<file path="config.mk">
export PLATFORM = sky130hd
export DESIGN_NAME = memory_map_wait_state_decoder
export DESIGN_NICKNAME = d
export VERILOG_FILES = /design/src/verilog/map_select_pin_pkg.sv /design/src/verilog/memory_map_wait_state_decoder.sv /design/src/verilog/wait_state_counter.sv
export SDC_FILE = /design/constraint.sdc
export NUM_CORES = 1
export LEC_CHECK = 0
export BUFFER_PORTS_ARGS = -buffer_cell sky130_fd_sc_hd__buf_2
export CORE_UTILIZATION = 50
export CTS_CLUSTER_SIZE = 10
export DETAILED_ROUTE_END_ITERATION = 7
export PLACE_DENSITY = 0.8
export SETUP_SLACK_MARGIN = 0.02
export SLEW_MARGIN = 10
export SYNTH_ARGS = -nofsm -noshare
export SYNTH_HDL_FRONTEND = slang
export SYNTH_SLANG_ARGS = --single-unit
</file>
<file path="constraint.sdc">
create_clock -name clk_sys_i -period 4 [get_ports clk_sys_i]
set_clock_uncertainty 0.1 [all_clocks]
set_input_delay 0.4 -clock clk_sys_i [delete_from_list [all_inputs] [get_ports clk_sys_i]]
set_output_delay 0.4 -clock clk_sys_i [all_outputs]
set_load 0.1 [all_outputs]
</file>
<file path="src/verilog/map_select_pin_pkg.sv">
/*
  Constants, types and helpers shared by the memory map and wait-state decoder.
  Assumes a core that issues one program or data access at a time and a single
  instruction-rate clock.
*/
// Behaviour
// (RULE_01) ROM select routes ROM range on-chip, else external
// (RULE_02) ROM select resets zero, one in standalone
// (RULE_03) both pins low: low RAM, boot, start zero
// (RULE_04) both pins high: same map, start in ROM
// (RULE_05) map high boot low: RAM at top, no boot
// (RULE_06) vector table low, user code from 0x060
// (RULE_07) program waits zero to seven, reset seven
// (RULE_08) data RAM, peripheral and core blocks decoded
// (RULE_09) five data wait fields reset to seven
// (RULE_10) software keeps peripheral wait field at zero
// (RULE_11) standalone start zeroes all data wait fields
// (RULE_12) interrupts prioritised and maskable, power-down not
// (RULE_13) peripheral sources merged onto one interrupt line
// (RULE_14) instruction clock twice the input clock rate; instruction_clock_out_o runs at half the clk_sys_i rate
// (RULE_15) peripherals run at instruction clock rate
// (RULE_16) clock output disable stops clock and peripherals
// (RULE_17) input clock runs continuously, never halted
// (RULE_18) monitor and debugger only with ROM select
// (RULE_19) internal accesses keep external pins idle
// (RULE_20) strobe stretched by exactly the wait count
package map_select_pin_pkg;

  // ----------------------------------------------------------------
  // widths
  // ----------------------------------------------------------------
  localparam int ADDR_W = 14;
  localparam int PM_DATA_W = 24;
  localparam int DM_DATA_W = 16;
  localparam int DM_LANE_LSB = 8;
  localparam int WAIT_W = 3;
  localparam int N_PERIPH_IRQ = 11;
  localparam int N_CORE_IRQ = 10;
  localparam int IRQ_IDX_W = 4;

  // ----------------------------------------------------------------
  // register offsets and fields
  // ----------------------------------------------------------------
  localparam logic [ADDR_W-1:0] AUTOBUF_CTRL_ADDR = 14'h3FF3;
  localparam logic [ADDR_W-1:0] DATA_WAIT_ADDR = 14'h3FFE;
  localparam logic [ADDR_W-1:0] SYS_CTRL_ADDR = 14'h3FFF;
  localparam int DW_A_LSB = 0;
  localparam int DW_B_LSB = 3;
  localparam int DW_C_LSB = 6;
  localparam int DW_D_LSB = 9;
  localparam int DW_E_LSB = 12;
  localparam int ROM_SEL_BIT = 15;
  localparam int PROGRAM_WAIT_COUNT_LSB = 0;
  localparam int CLOCK_OUTPUT_DISABLE_BIT = 14;
  localparam logic [DM_DATA_W-1:0] DATA_WAIT_RESET = 16'h7FFF;
  localparam logic [DM_DATA_W-1:0] DATA_WAIT_FIELDS = 16'h7FFF;
  localparam logic [DM_DATA_W-1:0] ROM_SEL_ONLY = 16'h8000;
  localparam logic [DM_DATA_W-1:0] AUTOBUF_RESET = 16'h0000;
  localparam logic [WAIT_W-1:0] WAIT_RESET = 3'h7;
  localparam logic [WAIT_W-1:0] WAIT_ZERO = 3'h0;
  localparam logic [WAIT_W-1:0] WAIT_STEP = 3'h1;

  // ----------------------------------------------------------------
  // program and data memory map
  // ----------------------------------------------------------------
  localparam logic [ADDR_W-1:0] ADDR_TOP = 14'h3FFF;
  localparam logic [ADDR_W-1:0] PM_RAM_LOW_BASE = 14'h0000;
  localparam logic [ADDR_W-1:0] PM_RAM_LOW_LAST = 14'h07FF;
  localparam logic [ADDR_W-1:0] PM_ROM_BASE = 14'h0800;
  localparam logic [ADDR_W-1:0] PM_ROM_LAST = 14'h0FFF;
  localparam logic [ADDR_W-1:0] PM_EXT_LOW_BASE = 14'h1000;
  localparam logic [ADDR_W-1:0] PM_RAM_HIGH_BASE = 14'h3800;
  localparam logic [ADDR_W-1:0] PM_VECTOR_LAST = 14'h005F;
  localparam logic [ADDR_W-1:0] PM_USER_BASE = 14'h0060;
  localparam logic [ADDR_W-1:0] PM_START_ZERO = 14'h0000;
  localparam logic [ADDR_W-1:0] DM_PERIPH_BASE = 14'h2000;
  localparam logic [ADDR_W-1:0] DM_PERIPH_LAST = 14'h23FF;
  localparam logic [ADDR_W-1:0] DM_RAM_BASE = 14'h3800;
  localparam logic [ADDR_W-1:0] DM_RAM_LAST = 14'h3BFF;
  localparam logic [ADDR_W-1:0] DM_CORE_BASE = 14'h3C00;
  localparam logic [ADDR_W-1:0] DM_WAIT_B_BASE = 14'h0800;
  localparam logic [ADDR_W-1:0] DM_WAIT_D_BASE = 14'h1000;
  localparam logic [ADDR_W-1:0] DM_WAIT_C_BASE = 14'h2000;
  localparam logic [ADDR_W-1:0] DM_WAIT_E_BASE = 14'h2800;
  localparam logic [ADDR_W-1:0] DM_EXT_TOP = 14'h37FF;

  // ----------------------------------------------------------------
  // interrupts and timing
  // ----------------------------------------------------------------
  localparam int IRQ_PERIPH_IDX = 1;
  localparam int IRQ_PWRDN_IDX = 9;
  localparam logic [N_CORE_IRQ-1:0] NMI_MASK = 10'h200;
  localparam int INSTR_PERIOD_NS = 100;
  localparam int INPUT_PER_INSTR = 2;
  localparam int INPUT_PERIOD_NS = INPUT_PER_INSTR * INSTR_PERIOD_NS;

  // ----------------------------------------------------------------
  // types
  // ----------------------------------------------------------------
  typedef enum logic [1:0] {
    MODE_BOOT_PARALLEL = 2'b00,
    MODE_UNDEFINED = 2'b01,
    MODE_NO_BOOT = 2'b10,
    MODE_STANDALONE = 2'b11
  } map_mode_t;

  typedef enum logic [1:0] {
    ST_IDLE = 2'b00,
    ST_EXT = 2'b01,
    ST_INIT = 2'b10
  } acc_state_t;

  typedef enum logic [2:0] {
    TGT_NONE = 3'b000,
    TGT_PM_RAM = 3'b001,
    TGT_PM_ROM = 3'b010,
    TGT_PM_EXT = 3'b011,
    TGT_DM_RAM = 3'b100,
    TGT_DM_PERIPH = 3'b101,
    TGT_DM_CORE = 3'b110,
    TGT_DM_EXT = 3'b111
  } target_t;

  typedef struct packed {
    logic valid;
    logic write;
    logic [ADDR_W-1:0] addr;
    logic [PM_DATA_W-1:0] wdata;
  } mem_req_t;

  typedef struct packed {
    logic pms_n;
    logic dms_n;
    logic rd_n;
    logic wr_n;
    logic [ADDR_W-1:0] addr;
    logic addr_oe;
    logic [PM_DATA_W-1:0] data;
    logic data_oe;
  } ext_bus_t;

  localparam mem_req_t REQ_NONE = '{valid: 1'b0, write: 1'b0, addr: '0, wdata: '0};
  localparam ext_bus_t EXT_IDLE = '{pms_n: 1'b1, dms_n: 1'b1, rd_n: 1'b1, wr_n: 1'b1,
                                    addr: '0, addr_oe: 1'b0, data: '0, data_oe: 1'b0};

  function automatic logic in_range(input logic [ADDR_W-1:0] a, input logic [ADDR_W-1:0] lo,
                                    input logic [ADDR_W-1:0] hi);
    return (a >= lo) && (a <= hi);
  endfunction

endpackage

</file>
<file path="src/verilog/memory_map_wait_state_decoder.sv">
/*
  Program and data memory map decoder with wait-state strobe sequencing,
  the three mapped control registers, interrupt merge and clock gating.
  Assumes the core issues an access as a one-cycle valid and waits for ack.
*/
`timescale 1ns/100ps
`default_nettype none

module memory_map_wait_state_decoder
(
  input wire logic clk_sys_i,
  input wire logic resetn_i,
  input wire logic ce_i,
  input wire logic map_select_pin_i,
  input wire logic boot_select_pin_i,
  input wire map_select_pin_pkg::mem_req_t pm_req_i,
  input wire map_select_pin_pkg::mem_req_t dm_req_i,
  input wire logic [map_select_pin_pkg::PM_DATA_W-1:0] ext_data_i,
  input wire logic [map_select_pin_pkg::N_PERIPH_IRQ-1:0] periph_irq_src_i,
  input wire logic [map_select_pin_pkg::N_CORE_IRQ-1:0] core_irq_src_i,
  input wire logic [map_select_pin_pkg::N_CORE_IRQ-1:0] core_irq_mask_i,
  output var map_select_pin_pkg::ext_bus_t ext_bus_o,
  output var logic busy_o,
  output var logic ack_o,
  output var logic [map_select_pin_pkg::PM_DATA_W-1:0] rdata_o,
  output var map_select_pin_pkg::target_t target_o,
  output var logic vector_space_o,
  output var logic rom_select_bit_o,
  output var logic monitor_available_o,
  output var logic [map_select_pin_pkg::ADDR_W-1:0] start_addr_o,
  output var logic boot_load_o,
  output var logic peripheral_interrupt_line_o,
  output var logic irq_pending_o,
  output var logic [map_select_pin_pkg::IRQ_IDX_W-1:0] irq_index_o,
  output var logic instruction_clock_out_o,
  output var logic periph_clk_en_o,
  output var logic watchdog_clk_en_o
);
  import map_select_pin_pkg::*;

  acc_state_t state;
  logic [DM_DATA_W-1:0] data_wait_register;
  logic [DM_DATA_W-1:0] serial_autobuffer_control;
  logic [WAIT_W-1:0] program_wait_count;
  mem_req_t dm_pend;
  logic cur_is_dm;
  logic wait_last;

  // ----------------------------------------------------------------
  // mode straps and register fields
  // ----------------------------------------------------------------
  wire map_mode_t mode = map_mode_t'({map_select_pin_i, boot_select_pin_i});
  wire standalone = (mode == MODE_STANDALONE);
  wire ram_high = (mode == MODE_NO_BOOT);
  wire rom_select_bit = data_wait_register[ROM_SEL_BIT];
  wire clock_output_disable = serial_autobuffer_control[CLOCK_OUTPUT_DISABLE_BIT];

  // ----------------------------------------------------------------
  // request selection: program first, then data
  // ----------------------------------------------------------------
  wire sel_is_pm = pm_req_i.valid;
  wire mem_req_t sel_req = sel_is_pm ? pm_req_i : (dm_pend.valid ? dm_pend : dm_req_i);
  wire [ADDR_W-1:0] sa = sel_req.addr;
  wire take = (state == ST_IDLE) && sel_req.valid;

  // ----------------------------------------------------------------
  // address decode
  // ----------------------------------------------------------------
  wire pm_ram_hit = ram_high ? in_range(sa, PM_RAM_HIGH_BASE, ADDR_TOP) // RULE_05
                             : in_range(sa, PM_RAM_LOW_BASE, PM_RAM_LOW_LAST); // RULE_03
  wire pm_rom_hit = rom_select_bit && in_range(sa, PM_ROM_BASE, PM_ROM_LAST) && !pm_ram_hit; // RULE_01
  wire dm_ram_hit = in_range(sa, DM_RAM_BASE, DM_RAM_LAST); // RULE_08
  wire dm_periph_hit = in_range(sa, DM_PERIPH_BASE, DM_PERIPH_LAST);
  wire dm_core_hit = in_range(sa, DM_CORE_BASE, ADDR_TOP);
  wire vector_hit = in_range(sa, PM_RAM_LOW_BASE, PM_VECTOR_LAST); // RULE_06

  wire target_t pm_tgt = pm_ram_hit ? TGT_PM_RAM : (pm_rom_hit ? TGT_PM_ROM : TGT_PM_EXT);
  wire target_t dm_tgt = dm_ram_hit ? TGT_DM_RAM : (dm_periph_hit ? TGT_DM_PERIPH :
                         (dm_core_hit ? TGT_DM_CORE : TGT_DM_EXT));
  wire target_t sel_tgt = sel_is_pm ? pm_tgt : dm_tgt;
  wire sel_ext = (sel_tgt == TGT_PM_EXT) || (sel_tgt == TGT_DM_EXT);

  // each external data region has its own wait field
  wire [WAIT_W-1:0] dm_wait_sel = // RULE_09
    in_range(sa, DM_WAIT_E_BASE, DM_EXT_TOP) ? data_wait_register[DW_E_LSB +: WAIT_W] :
    in_range(sa, DM_WAIT_C_BASE, DM_EXT_TOP) ? data_wait_register[DW_C_LSB +: WAIT_W] :
    in_range(sa, DM_WAIT_D_BASE, DM_EXT_TOP) ? data_wait_register[DW_D_LSB +: WAIT_W] :
    in_range(sa, DM_WAIT_B_BASE, DM_EXT_TOP) ? data_wait_register[DW_B_LSB +: WAIT_W] :
                                               data_wait_register[DW_A_LSB +: WAIT_W];
  wire [WAIT_W-1:0] sel_wait = sel_is_pm ? program_wait_count : dm_wait_sel; // RULE_07

  // data memory words ride on the upper sixteen data lines
  wire [PM_DATA_W-1:0] ext_wdata = sel_is_pm ? sel_req.wdata
                                             : {sel_req.wdata[DM_DATA_W-1:0], {DM_LANE_LSB{1'b0}}};
  wire ext_bus_t next_bus = '{pms_n: !sel_is_pm, dms_n: sel_is_pm, rd_n: sel_req.write,
                              wr_n: !sel_req.write, addr: sa, addr_oe: 1'b1,
                              data: ext_wdata, data_oe: sel_req.write};

  // ----------------------------------------------------------------
  // register access from the core data bus
  // ----------------------------------------------------------------
  wire reg_wr = take && !sel_is_pm && sel_req.write;
  wire wr_wait = reg_wr && (sa == DATA_WAIT_ADDR);
  wire wr_autobuf = reg_wr && (sa == AUTOBUF_CTRL_ADDR);
  wire wr_sysctl = reg_wr && (sa == SYS_CTRL_ADDR);
  wire [DM_DATA_W-1:0] sysctl_view = {{(DM_DATA_W-WAIT_W){1'b0}}, program_wait_count};
  wire [DM_DATA_W-1:0] reg_rdata = (sa == DATA_WAIT_ADDR) ? data_wait_register :
                                   (sa == AUTOBUF_CTRL_ADDR) ? serial_autobuffer_control :
                                   (sa == SYS_CTRL_ADDR) ? sysctl_view : '0;
  wire [PM_DATA_W-1:0] int_rdata = (!sel_is_pm && dm_core_hit)
                                   ? {{(PM_DATA_W-DM_DATA_W){1'b0}}, reg_rdata} : '0;
  wire [PM_DATA_W-1:0] ext_dm_rdata = {{(PM_DATA_W-DM_DATA_W){1'b0}}, ext_data_i[PM_DATA_W-1:DM_LANE_LSB]};
  wire [DM_DATA_W-1:0] init_wait = standalone ? ROM_SEL_ONLY : (data_wait_register & DATA_WAIT_FIELDS);

  always_ff @(posedge clk_sys_i or negedge resetn_i)
  begin
    if (!resetn_i)
    begin
      data_wait_register <= DATA_WAIT_RESET; // RULE_09
      serial_autobuffer_control <= AUTOBUF_RESET;
      program_wait_count <= WAIT_RESET; // RULE_07
    end
    else if (ce_i)
    begin
      // straps are caught after release, never under the asynchronous reset
      if (state == ST_INIT)
        data_wait_register <= init_wait; // RULE_02 RULE_11
      else if (wr_wait)
        data_wait_register <= sel_req.wdata[DM_DATA_W-1:0];
      if (wr_autobuf)
        serial_autobuffer_control <= sel_req.wdata[DM_DATA_W-1:0];
      if (wr_sysctl)
        program_wait_count <= sel_req.wdata[PROGRAM_WAIT_COUNT_LSB +: WAIT_W];
    end
  end

  // ----------------------------------------------------------------
  // access sequencer
  // ----------------------------------------------------------------
  wait_state_counter u_wait
  (
    .clk_sys_i(clk_sys_i),
    .resetn_i(resetn_i),
    .ce_i(ce_i),
    .load_i(take && sel_ext),
    .count_i(sel_wait),
    .last_o(wait_last)
  );

  always_ff @(posedge clk_sys_i or negedge resetn_i)
  begin
    if (!resetn_i)
    begin
      state <= ST_INIT;
      ext_bus_o <= EXT_IDLE;
      busy_o <= 1'b1;
      ack_o <= 1'b0;
      rdata_o <= '0;
      target_o <= TGT_NONE;
      vector_space_o <= 1'b0;
      cur_is_dm <= 1'b0;
    end
    else if (ce_i)
    begin
      ack_o <= 1'b0;
      case (state)
        ST_INIT:
        begin
          state <= ST_IDLE;
          busy_o <= 1'b0;
        end
        ST_IDLE:
        if (take)
        begin
          target_o <= sel_tgt;
          vector_space_o <= sel_is_pm && vector_hit; // RULE_06
          cur_is_dm <= !sel_is_pm;
          if (sel_ext)
          begin
            ext_bus_o <= next_bus;
            busy_o <= 1'b1;
            state <= ST_EXT;
          end
          else
          begin
            ack_o <= 1'b1; // RULE_19
            rdata_o <= int_rdata;
          end
        end
        ST_EXT:
        if (wait_last)
        begin
          ext_bus_o <= EXT_IDLE; // RULE_20
          ack_o <= 1'b1;
          busy_o <= 1'b0;
          rdata_o <= cur_is_dm ? ext_dm_rdata : ext_data_i;
          state <= ST_IDLE;
        end
        default:
          state <= ST_IDLE;
      endcase
    end
  end

  // a data access that loses to a program fetch is parked, not dropped
  always_ff @(posedge clk_sys_i or negedge resetn_i)
  begin
    if (!resetn_i)
      dm_pend <= REQ_NONE;
    else if (ce_i)
    begin
      if (take && sel_is_pm && dm_req_i.valid)
        dm_pend <= dm_req_i;
      else if (take && !sel_is_pm)
        dm_pend <= REQ_NONE;
    end
  end

  // ----------------------------------------------------------------
  // mode outputs, interrupts and clocks
  // ----------------------------------------------------------------
  wire [N_CORE_IRQ-1:0] core_vec = core_irq_src_i & ~(N_CORE_IRQ'(1) << IRQ_PERIPH_IDX)
                                   | ({{(N_CORE_IRQ-1){1'b0}}, peripheral_interrupt_line_o} << IRQ_PERIPH_IDX);
  wire [N_CORE_IRQ-1:0] eligible = core_vec & (core_irq_mask_i | NMI_MASK); // RULE_12
  logic [IRQ_IDX_W-1:0] next_irq_index;

  // lowest index wins
  always_comb
  begin
    next_irq_index = '0;
    for (int i = N_CORE_IRQ - 1; i >= 0; i--)
      if (eligible[i])
        next_irq_index = IRQ_IDX_W'(i);
  end

  always_ff @(posedge clk_sys_i or negedge resetn_i)
  begin
    if (!resetn_i)
    begin
      rom_select_bit_o <= 1'b0;
      monitor_available_o <= 1'b0;
      start_addr_o <= PM_START_ZERO;
      boot_load_o <= 1'b0;
      peripheral_interrupt_line_o <= 1'b0;
      irq_pending_o <= 1'b0;
      irq_index_o <= '0;
      instruction_clock_out_o <= 1'b0;
      periph_clk_en_o <= 1'b1;
      watchdog_clk_en_o <= 1'b1;
    end
    else if (ce_i)
    begin
      rom_select_bit_o <= rom_select_bit;
      monitor_available_o <= rom_select_bit; // RULE_18
      start_addr_o <= standalone ? PM_ROM_BASE : PM_START_ZERO; // RULE_04
      boot_load_o <= !ram_high; // RULE_03 RULE_05
      peripheral_interrupt_line_o <= |periph_irq_src_i; // RULE_13
      irq_pending_o <= |eligible;
      irq_index_o <= next_irq_index;
      // toggles every instruction cycle; the pin is clk_sys_i divided
      instruction_clock_out_o <= clock_output_disable ? 1'b0 : !instruction_clock_out_o; // RULE_14 RULE_16
      periph_clk_en_o <= !clock_output_disable; // RULE_15 RULE_16
      watchdog_clk_en_o <= 1'b1;
    end
  end

  logic [WAIT_W:0] ext_cycles;
  logic [WAIT_W-1:0] exp_wait;

  always_ff @(posedge clk_sys_i or negedge resetn_i)
  begin
    if (!resetn_i)
    begin
      ext_cycles <= '0;
      exp_wait <= WAIT_ZERO;
    end
    else if (ce_i)
    begin
      if (take)
      begin
        ext_cycles <= '0;
        exp_wait <= sel_wait;
      end
      else if (state == ST_EXT)
        ext_cycles <= ext_cycles + (WAIT_W+1)'(1);
    end
  end
endmodule

`default_nettype wire

</file>
<file path="src/verilog/wait_state_counter.sv">
/*
  Down-counter that times how long an external strobe stays active.
  Assumes the caller loads it in the cycle the strobe is raised.
*/
`timescale 1ns/100ps
`default_nettype none

module wait_state_counter
(
  input wire logic clk_sys_i,
  input wire logic resetn_i,
  input wire logic ce_i,
  input wire logic load_i,
  input wire logic [map_select_pin_pkg::WAIT_W-1:0] count_i,
  output logic last_o
);
  import map_select_pin_pkg::*;

  logic [WAIT_W-1:0] remaining;

  // ----------------------------------------------------------------
  // counter
  // ----------------------------------------------------------------
  always_ff @(posedge clk_sys_i or negedge resetn_i)
  begin
    if (!resetn_i)
      remaining <= WAIT_ZERO;
    else if (ce_i)
    begin
      if (load_i)
        remaining <= count_i;
      else if (remaining != WAIT_ZERO)
        remaining <= remaining - WAIT_STEP; // RULE_20
    end
  end

  assign last_o = (remaining == WAIT_ZERO);
endmodule

`default_nettype wire

</file>
Yosys cells after proc, flatten, opt, wreduce, memory -nomap -nowiden
Index checks and enable logic that the tools add are counted.
- register bits: 179
- bits of input ports: 140
- output and inout port bits: 100
- logic and storage cells: 174
- add/sub/neg operators: 1
- magnitude comparators: 14
- equal/unequal tests: 14
- muxes and demuxes: 59
- bitwise operators: 2
- reduce and logical (&&, ||, !) cells: 52
- operators by type and width (kind ; count):
    $mux 40 ; 4
    $mux 44 ; 3
    $mux 24 ; 5
    $mux 16 ; 6
    $pmux 44 s2 ; 1
    $ge 14x14->1 const B ; 4
    $le 14x14->1 const B ; 4
    $pmux 24 s2 ; 1
    $eq 14x14->1 const B ; 3
    $mux 4 ; 10
    $mux 3 ; 9
    $logic_and 1x1->1 ; 24
    $reduce_and 5->1 ; 3
    $ge 14x1->1 const B ; 1
    $ge 14x12->1 const B ; 1
    $ge 14x13->1 const B ; 1
    $le 14x11->1 const B ; 1
    $le 14x12->1 const B ; 1
    $le 14x7->1 const B ; 1
    $mux 12 ; 1
    $mux 2 ; 6
    $reduce_or 11->1 ; 1
    $and 10x10->10 ; 1
    $mux 1 ; 10
    21 further kinds ; 40

Depth between registers and ports, before layout
- depth after elaboration: 15
- depth in mapped cells: 11
- depth with buffers taken out: 9

Modules after synthesis
From an unflattened synthesis, not the netlist that was laid out.
- cells, all modules: 743
- area, all modules: 7882.6 µm²
- by module, submodules not included (module ; times used ; cells each ; area an instance (µm²) ; sequential area each (µm²)):
    memory_map_wait_state_decoder ; 1 ; 721 ; 7683.6 ; 3885.0
    wait_state_counter ; 1 ; 22 ; 198.9 ; 75.1

Least setup slack after synthesis
No wires, ideal clock.
- kind: reg2reg
- start point: register dm_pend[39] (netlist name)
- end point: register ext_bus_o[24] (netlist name)
- library setup time: 0.110 ns
- data arrival time: 2.137 ns
- required time: 3.790 ns
- slack: 1.653 ns
- cell stages (with the launch flop): 11
- buffers on the path: 3
- period minus slack after synthesis: 2.347 ns
- cells stage by stage: dfrtp_1 -> buf_6 -> nor4b_1 -> o21ai_0 -> mux2_4 -> and4_1 -> buf_6 -> o21ai_4 -> buf_6 -> nand2_1 -> o41ai_1
- word-level cells in the longest chain between the ends: 14
- elaborated cells between the ends (all ways): 39
- those cells by class: order compare (10); eq/ne (4); mux (13); reduce/logical (12)
- ends and longest elaborated chain (what ; RTL line ; source):
    start: declaration ; memory_map_wait_state_decoder.sv:45 ; mem_req_t dm_pend;
    start signal: assignment ; memory_map_wait_state_decoder.sv:213 ; dm_pend <= dm_req_i;
    $mux 40 * (2 in series) ; memory_map_wait_state_decoder.sv:62 ; wire mem_req_t sel_req = sel_is_pm ? pm_req_i : (dm_pend.valid ? dm_pend : dm_req_i);
    $ge 14x1->1 (tied with other cells) ; map_select_pin_pkg.sv:148 ; return (a >= lo) && (a <= hi);
    $logic_and 1x1->1 ; map_select_pin_pkg.sv:148 ;
    $mux 1 ; memory_map_wait_state_decoder.sv:69 ; wire pm_ram_hit = ram_high ? in_range(sa, PM_RAM_HIGH_BASE, ADDR_TOP)
    $logic_not 1->1 ; memory_map_wait_state_decoder.sv:71 ; wire pm_rom_hit = rom_select_bit && in_range(sa, PM_ROM_BASE, PM_ROM_LAST) && !pm_ram_hit;
    $logic_and 1x1->1 ; memory_map_wait_state_decoder.sv:71 ;
    $mux 1 ; memory_map_wait_state_decoder.sv:77 ; wire target_t pm_tgt = pm_ram_hit ? TGT_PM_RAM : (pm_rom_hit ? TGT_PM_ROM : TGT_PM_EXT);
    $mux 2 ; memory_map_wait_state_decoder.sv:77 ;
    $mux 3 ; memory_map_wait_state_decoder.sv:80 ; wire target_t sel_tgt = sel_is_pm ? pm_tgt : dm_tgt;
    $eq 3x2->1 / $eq 3x3->1 (equally long branches) ; memory_map_wait_state_decoder.sv:81 ; wire sel_ext = (sel_tgt == TGT_PM_EXT) || (sel_tgt == TGT_DM_EXT);
    $logic_or 1x1->1 ; memory_map_wait_state_decoder.sv:81 ;
    $ne 2x2->1 (no source line) ; -- ;
    $reduce_and 5->1 (no source line) ; -- ;
    end signal: assignment ; memory_map_wait_state_decoder.sv:180 ; ext_bus_o <= next_bus;
    end: declaration ; memory_map_wait_state_decoder.sv:22 ; output var map_select_pin_pkg::ext_bus_t ext_bus_o,
Mark *: on every way between the ends. The rest lies on a longest branch, timed or not. The select of a mux whose other input is x is not followed.
A chain may end at the register's enable or synchronous reset.

Worst setup path in the final report
- start point: register dm_pend[39] (netlist name)
- end point: register ext_bus_o[4] (netlist name)
Same word-level chain as after synthesis.

==> results_dict.tcl <==
set metrics [dict create \
    synth_enable_flop_cells 0 \
    netlist_instances 758 \
    required_ns 4.26 \
    rsz0062_at_grt "false" \
    yosysWarnings 0 \
    path_max_fanout 22 \
    grt_start_max_net_pins 95 \
    critPathCaptureType "flip-flop" \
    core_area_mm2 0.0152 \
    hpwlAfterDp_mm 15.4 \
    drc 0 \
    io_pins 240 \
    min_path_cells 2 \
    routabilityCongestion 0.903 \
    postSynthAreaPerCell_um2 10.3 \
    yosysTopAreaCellShare_pct 42.3 \
    worst_pin_slew_ns 1.03 \
    start_util_pct 51.4 \
    synthFlopType "dfrtp_1" \
    grt-ovfl-total 0 \
    finalSetupViolCount 0 \
    synth_most_common_cell "dfrtp_1" \
    grt_pass1_vias 6373 \
    fin_crit_sh_pct 78.0 \
    rows 45 \
    synthArstFlopShare_pct 100 \
    diodes 0 \
    die_h_um 127 \
    drt_iter0_drc 471 \
    dp.cells 1127 \
    reg2reg_to "ext_bus_o[4]" \
    grt_use_total_pct 27.3 \
    fin_cells 1160 \
    portBuffers 215 \
    nets 1101 \
    hold_ws_ns 0.103 \
    synthDistinctLibCells 64 \
    clk-insertion-delay-late_ns 0.43 \
    dieArea_mm2 0.0161 \
    worst_ep_arrival_time_ns 3.38 \
    syn-cell-area_mm2 0.00781 \
    hold_start "dm_req_i[15]" \
    ff2ff_path_depth 7 \
    final_max_slew_viol_count 0 \
    finalHoldViolations 0 \
    clock_sinks 157 \
    vias 6806 \
    seq_area_frac_synth_pct 50.7 \
    ant_nets 0 \
    worst-r2r-setup-slack_ns 0.88 \
    fin_crit_ns 3.12 \
    root_buffer "clkbuf_16" \
    fin_tns_setup_ns 0 \
    antenna_found_initial 0 \
    clock.fmax_mhz 321 \
    max-cap-violations 0 \
    hold_class "in -> reg" \
    synth_top_cells_by_count "dfrtp_1 (132), nand2_1 (114), o21ai_0 (71), a22o_1 (57), mux2i_1 (45)" \
    cts_buffers 17 \
    p_leak_uw 0.00464 \
    clk_pin_slew_ns 0.06 \
    irDropWorstVdd_v 0.000786 \
    dr.pass1.iters 5 \
    yosysTopAreaCell "dfrtp_1" \
    cts_max_level 4 \
    relSlewSlack_pct 30.9 \
    r2r-start "dm_pend[39]" \
    syn_to_final_growth_pct 22.4 \
    synth_area_leaders "dfrtp_1 (42%), dfstp_2 (8.4%), a22o_1 (6.4%)" \
    via_per_inst 5.87 \
    p_per_area_mw_per_mm2 913 \
    cp-start-kind "flip-flop" \
    fp.dieW_um 127 \
    critPathKind "reg -> reg" \
    ys_ff_latch 157 \
    drt_wl_total_mm 21.6 \
    tritoncts "yes" \
    status "finished clean" \
    cts_resized 0 \
    grt_pass1_wl_mm 33.7 \
    whs_endpoint "dm_pend[15]" \
    wl_per_cell_um 18.6 \
    drive_gt1_share_pct 32.4 \
    cts_buffer_depth 2 \
]
## timing repair
action | in CTS | in global routing
endpoints found under the hold margin | 20 | 0
setup buffers | 0 | 0
hold buffers | 1 | 0
## stage by stage
step	power [uW]	worst slack (ns)	area, um2	utilization [%]
final	8720	0.882	9550	62.8
after global routing	9080	0.733	9550	62.8
after CTS	8740	0.903	9550	62.8
after detailed placement	7060	0.751	8930	58.8
after global placement	7000	0.864	8930	58.8
after floorplan	6260	1.65	7850	-
## metal layers
metal  track usage [%]  up-vias  share of wire [%]
met5                 0        -                  0
met3              7.29       41                8.7
met2              42.9      340                 46
met1              36.7     3286                 43
li1                  -     3139                  -
met4              9.03        0                1.9
## state kept, by name, summed over array words and instances, names as in the netlist, 2 cells and up
name	count
state	2
irq_index_o	4
u_wait.remaining	3
data_wait_register	16
rdata_o	24
ext_bus_o	44
program_wait_count	3
dm_pend	32
serial_autobuffer_control	16
target_o	3
## area by class of cell
| class | instances | area [um2] |
|---|---|---|
| Fill cell | 1245 | 5650 |
| Sequential cell | 157 | 3960 |
| Multi-Input combinational cell | 531 | 3450 |
| Timing Repair Buffer | 233 | 1220 |
| Clock buffer | 22 | 474 |
| Tap cell | 188 | 235 |
| Clock inverter | 10 | 138 |
| Inverter | 19 | 71.3 |
## kinds of logic (layout without fill, tap and decap cells)
family / Yosys count / in the layout / share of synthesized area, %
compound gates: 240 / 240 / 22.1
simple gates: 213 / 213 / 12.7
flops: 157 / 157 / 50.7
buf+inv: 82 / 284 / 5.78
mux: 61 / 61 / 8.16
fa+ha+maj: 2 / 2 / 0.320
other cells: 2 / 14 / 0.0962
xor+xnor: 1 / 1 / 0.112
## worst max-delay path, cell delays in order, from the launching register on
cell and delay (ns):
dfrtp_2 0.68, mux2_2 0.43, o21a_1 0.27, nand3_1 0.14, and4_1 0.38, nand2_1 0.42
nor2_4 0.41, a22o_1 0.20
## worst max path at each step
| stage | from | end | slack (ns) | depth (start not counted) |
|---|---|---|---|---|
| final | dm_pend[39] | ext_bus_o[4] | 0.88 | 7 |
| after global routing | dm_pend[39] | ext_bus_o[5] | 0.73 | 7 |
| after CTS | dm_pend[39] | ext_bus_o[4] | 0.90 | 7 |
| after detailed placement | pm_req_i[39] | rdata_o[2] | 0.75 | 7 |
| after global placement | pm_req_i[39] | rdata_o[3] | 0.86 | 7 |
| after floorplan | dm_pend[39] | ext_bus_o[24] | 1.65 | 10 |
## where the power goes
part | internal [uW] | total [uW] | switching [uW] | leakage [uW]
registers | 2100 | 2470 | 378 | 0.00197
clock network | 1030 | 1670 | 637 | 0.000296
logic | 961 | 4580 | 3620 | 0.00237
## layout by cell type, fill, tap and decap left out, drive strengths merged, types with 4 or more instances in the layout
master,synthesis,layout
nand3,8,8
nand2,114,114
mux2,15,15
a22oi,8,8
conb,2,14
inv,19,20
a221o,17,17
clkinv,0,4
dfstp,25,25
o2bb2ai,15,15
dfrtp,132,132
nor4,4,4
a22o,57,57
a21oi,20,20
a32o,7,7
nand4,6,6
nor2,35,35
nor2b,7,7
o21ai,88,88
mux2i,46,46
nor3,13,13
clkbuf,28,22
nand2b,12,12
a21o,4,4
buf,35,232
No activity file was read; power rests on OpenSTA's default activity.
